$ cat config.mk
export PLATFORM = sky130hd
export DESIGN_NAME = pia_arbiter
export DESIGN_NICKNAME = d
export VERILOG_FILES = /design/src/rtl/pia_pkg.sv /design/src/rtl/pia_arbiter.sv /design/src/rtl/pia_prio_pick.sv
export VERILOG_INCLUDE_DIRS = /design/src /design/src/rtl
export SDC_FILE = /design/constraint.sdc
export NUM_CORES = 1
export LEC_CHECK = 0
export ABC_AREA = 0
export BUFFER_PORTS_ARGS = -buffer_cell sky130_fd_sc_hd__clkbuf_2
export CORE_MARGIN = 2
export CORE_UTILIZATION = 50
export DETAILED_ROUTE_END_ITERATION = 8
export HOLD_SLACK_MARGIN = 0.03
export PLACE_DENSITY_LB_ADDON = 0.25
export SYNTH_ARGS = -nofsm -noshare
export SYNTH_HDL_FRONTEND = slang
export SYNTH_SLANG_ARGS = --single-unit
$ cat constraint.sdc
create_clock -name i_clock -period 47.5 [get_ports i_clock]
set_input_delay 2.375 -clock i_clock [delete_from_list [all_inputs] [get_ports i_clock]]
set_output_delay 2.375 -clock i_clock [all_outputs]
set_load 0.05 [all_outputs]
$ cat src/rtl/pia_params.svh
// Purpose: constants of the priority interrupt arbiter
// Assumes: included by its bare name
// Notes:   slot = vector value / 4
`ifndef PIA_PARAMS_SVH
`define PIA_PARAMS_SVH

// ----------------------------------------
// source counts
// ----------------------------------------
`define PIA_NUM_SOURCES   39
`define PIA_NUM_SLOTS     38
`define PIA_NUM_NONMASK   10
`define PIA_NUM_MASKABLE  28
`define PIA_NUM_SWI       8
`define PIA_NUM_EXT       4
`define PIA_NUM_PERIPH    23

// ----------------------------------------
// fixed slot positions
// ----------------------------------------
`define PIA_SLOT_ILLEGAL  2
`define PIA_SLOT_NMI      8
`define PIA_SLOT_WDOG     9
`define PIA_SLOT_EXT_A    10
`define PIA_SLOT_PER_LO   14
`define PIA_SLOT_KEY      28
`define PIA_SLOT_PER_HI   29
`define PIA_PER_SPLIT     14

// ----------------------------------------
// levels and encodings
// ----------------------------------------
`define PIA_LVL_TOP       3'h7
`define PIA_LVL_OFF       3'h0
`define PIA_LVL_ONE       3'h1
`define PIA_SIZE_1B       2'h0
`define PIA_SIZE_2B       2'h1
`define PIA_SIZE_4B       2'h2
`define PIA_VEC_SHIFT     2

`endif

$ cat src/rtl/pia_pkg.sv
// Purpose: types of the priority interrupt arbiter
// Assumes: pia_params.svh holds the numbers
// Notes:   none
package pia_pkg;

typedef logic [2:0] pia_level_t;
typedef logic [5:0] pia_slot_t;
typedef logic [1:0] pia_size_t;

typedef enum logic [1:0] {
    PIA_ST_IDLE   = 2'h0,
    PIA_ST_OFFER  = 2'h1,
    PIA_ST_SETTLE = 2'h3
} pia_state_e;

typedef struct packed {
    logic       valid;
    pia_level_t level;
    pia_slot_t  slot;
} pia_offer_s;

typedef struct packed {
    logic      start;
    pia_slot_t slot;
    pia_size_t size;
} pia_xfer_s;

endpackage : pia_pkg

$ cat src/rtl/pia_arbiter.sv
// Purpose: priority interrupt arbiter facing the processor core
// Assumes: all inputs synchronous to i_clock; core holds the mask word
// Notes:   sources are held pending until the core accepts them
`timescale 1ns/100ps
`default_nettype none
`include "pia_params.svh"

module pia_arbiter
    import pia_pkg::*;
(
    // clock and reset
    input  wire logic                                  i_clock,
    input  wire logic                                  i_reset_n,
    // cpu-generated events (one-cycle pulses)
    input  wire logic [`PIA_NUM_SWI-1:0]               i_sw_req,
    input  wire logic                                  i_illegal_instr,
    // internal events (one-cycle pulses)
    input  wire logic                                  i_watchdog,
    input  wire logic [`PIA_NUM_PERIPH-1:0]            i_periph_req,
    // external pins (levels, rising edge requests)
    input  wire logic                                  i_nmi_pin,
    input  wire logic [`PIA_NUM_EXT-1:0]               i_external_request_pin,
    input  wire logic                                  i_key_wakeup_request,
    // per maskable source setup
    input  wire logic [`PIA_NUM_MASKABLE-1:0][2:0]     i_level_cfg,
    input  wire logic [`PIA_NUM_MASKABLE-1:0]          i_xfer_sel,
    input  wire logic [`PIA_NUM_MASKABLE-1:0][1:0]     i_xfer_size,
    // software start of an auto-transfer
    input  wire logic                                  i_sw_xfer_start,
    input  wire logic [5:0]                            i_sw_xfer_slot,
    // processor core side
    input  wire logic [2:0]                            i_interrupt_mask_level,
    input  wire logic                                  i_accept,
    // offer to the core
    output logic                                       o_req_valid,
    output logic [2:0]                                 o_req_level,
    output logic [5:0]                                 o_req_slot,
    output logic                                       o_irq,
    // acceptance results
    output logic                                       o_handler_start,
    output logic [2:0]                                 o_accept_mask,
    output logic                                       o_xfer_start,
    output logic [5:0]                                 o_xfer_slot,
    output logic [1:0]                                 o_xfer_size,
    // pending view
    output logic [`PIA_NUM_SLOTS-1:0]                  o_pending
);

    // ----------------------------------------
    // pin edge detection
    // ----------------------------------------
    logic                          nmi_q;
    logic [`PIA_NUM_EXT-1:0]       ext_q;
    logic                          key_q;
    logic                          next_nmi_q;
    logic [`PIA_NUM_EXT-1:0]       next_ext_q;
    logic                          next_key_q;

    always_comb begin
        next_nmi_q = i_nmi_pin;
        next_ext_q = i_external_request_pin;
        next_key_q = i_key_wakeup_request;
    end

    // pins idle low after reset so a pin already high requests once
    always_ff @(posedge i_clock) begin
        if (!i_reset_n) begin
            nmi_q <= 1'b0;
            ext_q <= '0;
            key_q <= 1'b0;
        end else begin
            nmi_q <= next_nmi_q;
            ext_q <= next_ext_q;
            key_q <= next_key_q;
        end
    end

    // ----------------------------------------
    // source to slot map
    // ----------------------------------------
    logic [`PIA_NUM_SLOTS-1:0]     raw_event;

    genvar g;
    generate
        for (g = 0; g < `PIA_NUM_SLOTS; g++) begin : g_map
            if (g == `PIA_SLOT_ILLEGAL) begin : g_ill
                // illegal instruction shares the third software vector
                assign raw_event[g] = i_sw_req[g] | i_illegal_instr;
            end else if (g < `PIA_NUM_SWI) begin : g_swi
                assign raw_event[g] = i_sw_req[g];
            end else if (g == `PIA_SLOT_NMI) begin : g_nmi
                assign raw_event[g] = i_nmi_pin & ~nmi_q;
            end else if (g == `PIA_SLOT_WDOG) begin : g_wd
                assign raw_event[g] = i_watchdog;
            end else if (g < `PIA_SLOT_PER_LO) begin : g_ext
                assign raw_event[g] = i_external_request_pin[g-`PIA_SLOT_EXT_A]
                                    & ~ext_q[g-`PIA_SLOT_EXT_A];
            end else if (g < `PIA_SLOT_KEY) begin : g_plo
                assign raw_event[g] = i_periph_req[g-`PIA_SLOT_PER_LO];
            end else if (g == `PIA_SLOT_KEY) begin : g_key
                assign raw_event[g] = i_key_wakeup_request & ~key_q;
            end else begin : g_phi
                assign raw_event[g] =
                    i_periph_req[g-`PIA_SLOT_PER_HI+`PIA_PER_SPLIT];
            end
        end
    endgenerate

    // ----------------------------------------
    // software auto-transfer start
    // ----------------------------------------
    logic [`PIA_NUM_SLOTS-1:0]     sw_xfer_event;

    always_comb begin
        sw_xfer_event = '0;
        // only maskable slots carry an auto-transfer setup
        if (i_sw_xfer_start && (i_sw_xfer_slot >= 6'(`PIA_NUM_NONMASK))
            && (i_sw_xfer_slot < 6'(`PIA_NUM_SLOTS))) begin
            sw_xfer_event[i_sw_xfer_slot] = 1'b1;
        end
    end

    // ----------------------------------------
    // pending flags
    // ----------------------------------------
    logic [`PIA_NUM_SLOTS-1:0]     pending;
    logic [`PIA_NUM_SLOTS-1:0]     next_pending;
    logic                          take;
    pia_state_e                    state;
    pia_state_e                    next_state;

    assign take = i_accept && (state == PIA_ST_OFFER);

    always_comb begin
        next_pending = pending;
        // only the accepted slot clears, others stay held
        if (take) begin
            next_pending[o_req_slot] = 1'b0;
        end
        // a new event in the accept cycle is kept
        next_pending = next_pending | raw_event | sw_xfer_event;
    end

    always_ff @(posedge i_clock) begin
        if (!i_reset_n) begin
            pending <= '0;
        end else begin
            pending <= next_pending;
        end
    end

    // ----------------------------------------
    // priority pick
    // ----------------------------------------
    pia_offer_s                    pick;

    pia_prio_pick u_pick (
        .i_pending   (pending),
        .i_level_cfg (i_level_cfg),
        .o_offer     (pick)
    );

    // ----------------------------------------
    // offer state machine
    // ----------------------------------------
    always_comb begin
        next_state = state;
        case (state)
            PIA_ST_IDLE: begin
                if (pick.valid) begin
                    next_state = PIA_ST_OFFER;
                end
            end
            PIA_ST_OFFER: begin
                // two quiet cycles (SETTLE, then IDLE) let the cleared flag leave the pick
                if (take) begin
                    next_state = PIA_ST_SETTLE;
                end else if (!pick.valid) begin
                    next_state = PIA_ST_IDLE;
                end
            end
            PIA_ST_SETTLE: begin
                next_state = PIA_ST_IDLE;
            end
            default: begin
                next_state = PIA_ST_IDLE;
            end
        endcase
    end

    always_ff @(posedge i_clock) begin
        if (!i_reset_n) begin
            state <= PIA_ST_IDLE;
        end else begin
            state <= next_state;
        end
    end

    // ----------------------------------------
    // offer registers
    // ----------------------------------------
    pia_offer_s                    offer;
    pia_offer_s                    next_offer;
    logic                          next_irq;

    always_comb begin
        next_offer = '0;
        if (next_state == PIA_ST_OFFER) begin
            next_offer = pick;
        end
        // mask is read every cycle, so a fresh mask reaches o_irq at the next edge
        next_irq = next_offer.valid
                 && (next_offer.level > i_interrupt_mask_level);
    end

    always_ff @(posedge i_clock) begin
        if (!i_reset_n) begin
            offer <= '0;
            o_irq <= 1'b0;
        end else begin
            offer <= next_offer;
            o_irq <= next_irq;
        end
    end

    assign o_req_valid = offer.valid;
    assign o_req_level = offer.level;
    assign o_req_slot  = offer.slot;
    assign o_pending   = pending;

    // ----------------------------------------
    // acceptance results
    // ----------------------------------------
    pia_xfer_s                     xfer;
    pia_xfer_s                     next_xfer;
    logic                          handler;
    logic                          next_handler;
    pia_level_t                    amask;
    pia_level_t                    next_amask;
    logic                          use_xfer;
    logic [4:0]                    midx;

    always_comb begin
        midx     = 5'(offer.slot - 6'(`PIA_NUM_NONMASK));
        use_xfer = (offer.slot >= 6'(`PIA_NUM_NONMASK)) && i_xfer_sel[midx];
        next_xfer    = '0;
        next_handler = 1'b0;
        next_amask   = amask;
        if (take) begin
            if (use_xfer) begin
                // auto-transfer replaces the handler
                next_xfer.start = 1'b1;
                next_xfer.slot  = offer.slot;
                next_xfer.size  = (i_xfer_size[midx] > `PIA_SIZE_4B)
                                ? `PIA_SIZE_4B : i_xfer_size[midx];
            end else begin
                next_handler = 1'b1;
            end
            // level seven leaves the mask at seven
            next_amask = (offer.level == `PIA_LVL_TOP)
                       ? `PIA_LVL_TOP : offer.level + `PIA_LVL_ONE;
        end
    end

    always_ff @(posedge i_clock) begin
        if (!i_reset_n) begin
            xfer    <= '0;
            handler <= 1'b0;
            amask   <= `PIA_LVL_TOP;
        end else begin
            xfer    <= next_xfer;
            handler <= next_handler;
            amask   <= next_amask;
        end
    end

    assign o_xfer_start    = xfer.start;
    assign o_xfer_slot     = xfer.slot;
    assign o_xfer_size     = xfer.size;
    assign o_handler_start = handler;
    assign o_accept_mask   = amask;

endmodule : pia_arbiter
`default_nettype wire

$ cat src/rtl/pia_prio_pick.sv
// Purpose: pick the highest pending level, smallest slot on a tie
// Assumes: purely combinational, read by the arbiter's flops
// Notes:   maskable levels 0 and 7 count as disabled
`timescale 1ns/100ps
`default_nettype none
`include "pia_params.svh"

module pia_prio_pick
    import pia_pkg::*;
(
    // pending sources and their levels
    input  wire logic [`PIA_NUM_SLOTS-1:0]             i_pending,
    input  wire logic [`PIA_NUM_MASKABLE-1:0][2:0]     i_level_cfg,
    // winner
    output var pia_offer_s                             o_offer
);

    pia_level_t eff [`PIA_NUM_SLOTS];

    genvar g;
    generate
        for (g = 0; g < `PIA_NUM_SLOTS; g++) begin : g_lvl
            if (g < `PIA_NUM_NONMASK) begin : g_nm
                assign eff[g] = `PIA_LVL_TOP;
            end else begin : g_m
                assign eff[g] = (i_level_cfg[g-`PIA_NUM_NONMASK] == `PIA_LVL_TOP)
                              ? `PIA_LVL_OFF : i_level_cfg[g-`PIA_NUM_NONMASK];
            end
        end
    endgenerate

    always_comb begin
        o_offer = '0;
        // walk downward so an equal level at a smaller slot wins
        for (int i = `PIA_NUM_SLOTS - 1; i >= 0; i--) begin
            if (i_pending[i] && (eff[i] != `PIA_LVL_OFF)
                && (eff[i] >= o_offer.level)) begin
                o_offer.valid = 1'b1;
                o_offer.level = eff[i];
                o_offer.slot  = pia_slot_t'(i);
            end
        end
    end

endmodule : pia_prio_pick
`default_nettype wire

==> impl_results.md <==
* GP Congestion at 0.957
* Remaining DRCs at 0
* Final instance area at approximately 11000 um2
* Mux share of post-synthesis cell area at 7.37%
* Critical Path End Type: register
* First-pass GRT wire length at 49200 um
* Gr usage total at 30.7%
* Synth area leaders: dfxtp_1 15%, ha_1 9.0%, a21oi_1 7.2%, nand2_1 7.1%, mux4_2 5.9%
* Max Cap Viol at 0
* Clk slew on worst S/H paths at ~0.060 ns
* Layout cells sized above 1 at 25.4%
* Final cell count without fillers at between 1500 and 2000
* CP max FO at 10
* Avg Inst Size Synth at around 7.2 um2
* Area delta synth->final at 22.0%
* FF-to-FF End: o_irq
* Dpl cells at 1766
* Worst Slack Setup Final at 3.46 ns
* Pre-CTS WS at 2.06 ns
* Setup_tns at 0 ns
* FILL cells at 1715
* Longest Clk Path Bufs at 2
* FF-to-FF Start: o_pending[37]
* Nets@finish at 1836
* Ys flop type: dfxtp_1
* Area of the core at 18000 um2
* Post-DP HPWL at 25600 um
* # clock sinks at 70
* Required time worst endpoint at 47.71 ns
* Hold Path Depth at 2
* Pwr dens at 51.5 nW/um2
* PortBufs at 281
* Hold Path Class: reg -> reg
* Worst path slowest cell: a2111o_1
* Sequential area share after synthesis at 15.2%
* CTS Buf Count at 9
* Most used cell, CP: ha_1
* Cell Area, Placed at 10800 um2
* Yosys cell types at 96
* Status: completed
* Final Skew at between 0.01 and 0.015 ns
* Die width at 140 um
* Total power at 0.000578 W
* Worst EP arrival at 44.25 ns
* Final setup vio count at 0
* Worst-Margin Slew at 0.921 ns
* Die Y at about 140 um
* Initial antenna violation count at 4
* CTS H-tree depth at 3
* Total grt overflow at 0
* Post-synth ARST share at 0%
* Max incr delay on CP at between 0.4 and 0.5 ns
* 1st-iter DRT viols at 650
* Worst VDD drop at approximately 0.036 mV
* Vias in the first global route at 10094
* Final Max Tran Viols at 0
* Root Buffer: clkbuf_16
* Synth Area in Simple Gates at between 20% and 30%
* DR vias/cell at 6.07
* Crit share post-route at between 90 and 100%
* Hold Vio Cnt, Final at 0
* Largest net degree at the start of global routing at 40
* Leak pwr at 5.20 nW
* First-pass DRT Iterations at 5
* Relative slew slack at 38.0%
* Reg area at between 1000 and 1500 um2
* Yosys reg bits at 70
* Die ar. at 19500 um2
* Post-Route WL at 31400 um
* XOR/XNOR Fraction of Synth Area at less than 1%
* Mapped Area at 9200 um2
* Num rows at 49
* Cell count after synthesis at 1280
* R2R depth at around 210
* Share of the synthesized area in the top cell type at 15.2%
* DR vias at around 11000
* Number of synthesized flops with an enable pin at 0
* Kind of critical path: in -> reg
* Syn Nets at 1566
* Hold EP: o_accept_mask[0]
* Synthesis warning total at 0
* Worst hold start: o_accept_mask[0]
* Crit path time final at approximately 44 ns
* Footprint of the multi-input gates at 7540 um2
* FMAX at approximately 0.023 GHz
* Synth Area in Adders at 9.30%
* R2R Setup Slk at 5.14 ns
* CTS tree: built
* Leading area contributor after synthesis: dfxtp_1
* Post-DR wirelength/cell at 17.5 um
* Crit path launch type: primary input
* Synth Area in Compound Gates at 36.7%
* Final ANT Viol Nets at 0
* Ports at about 280
* Clk Latency, worst-skew pair at 0.34 ns
* Largest family of logic cells by synthesized area: compound AO/OA/AOI/OAI gates
* Initial Util at 51.0%
[power by group]
group | total (W) | internal, W | switching [W]
Clock | 0.0000752 | 0.0000468 | 0.0000284
Sequential | 0.0000687 | 0.0000624 | 0.00000628
Combinational | 0.000434 | 0.000182 | 0.000252
[cell usage after synthesis, drive strengths merged (12+ instances only)]
cell and instances:
a211oi 14, a21boi 42, a21o 22, a21oi 137
a31oi 16, and2 27, and3 18, clkbuf 20
dfxtp 70, ha 66, inv 57, mux4 24
nand2 174, nand2b 28, nand3 39, nor2 114
nor2b 25, nor3 32, o211a 12, o211ai 21
o21a 22, o21ai 108, or2 19, or3 13
[cells in the final DEF, fill, tap and decap left out, types with 26 or more instances in the layout]
cell type and n:
o21ai_0 96, clkbuf_2 281, nand2_1 174, nand3_1 37, nor3_1 32, nor2_1 113, ha_1 66, a21oi_1 131
nand2b_1 27, a21boi_0 37, and2_1 26, dfxtp_1 69, inv_1 56
[worst max-delay path by stage]
stage | start | endpoint | slack [ns] | cells past startpoint
after detailed placement | i_level_cfg[81] | o_irq | 2.06 | 210
after CTS | i_level_cfg[81] | o_irq | 2.28 | 210
after floorplan | i_level_cfg[79] | o_irq | 7.38 | 209
after global routing | i_level_cfg[81] | o_irq | -0.03 | 213
final | i_level_cfg[81] | o_irq | 3.46 | 213
after global placement | i_level_cfg[81] | o_irq | 3.01 | 209
[through the flow]
| stage | util, % | hold slack (ns) |
|---|---|---|
| floorplan | - | 0.462 |
| global placement | 59.9 | 0.468 |
| detailed placement | 59.9 | 0.483 |
| CTS | 61.7 | 0.499 |
| global route | 62.2 | 0.520 |
| finish | 62.3 | 0.496 |
[state kept, by name (all words and copies together), names as in the netlist]
signal	flops
key_q	1
nmi_q	1
state	2
o_pending	38
o_req_valid	1
o_req_level	3
o_xfer_size	2
o_xfer_start	1
o_accept_mask	3
o_handler_start	1
ext_q	4
o_xfer_slot	6
o_req_slot	6
o_irq	1
[worst max-delay path, delay by kind of cell]
kind	cells	cell delay, ns
simple gates	86	12.93
fa+ha+maj	29	7.88
mux	4	1.10
compound gates	84	18.94
buf+inv	10	1.01
[timing repair]
action / 4_1_cts / 5_1_grt
hold buffers: 0 / 0
resized for setup: 0 / 15
setup endpoints to repair: 0 / 12
setup buffers: 0 / 2
[layer usage]
layer / up-vias / track usage, % / wire length [um] / part of all wire [%]
li1: 5370 / - / - / -
met1: 5008 / 39.1 / 13200 / 42
met2: 421 / 53.1 / 14900 / 47
met3: 56 / 4.47 / 2270 / 7.2
met4: 0 / 10.9 / 962 / 3.1
met5: - / 0 / 0 / 0
[logic make-up after synthesis]
group / count (synthesis)
AO/OA/AOI/OAI: 494
XOR/XNOR: 2
adder cells (fa/ha/maj): 69
buffers and inverters: 83
flip-flops: 70
multiplexers: 37
AND/OR/NAND/NOR: 525
[final cells by class]
type	count	area share, %
clock buffer	9	2.01
inverter	57	1.91
sequential	70	12.5
antenna	4	0.0892
multi-input combinational	1127	67.2
timing repair buffer	285	12.8
clock inverter	7	0.936
tap	229	2.55
No activity file was read; power rests on OpenSTA's default activity.
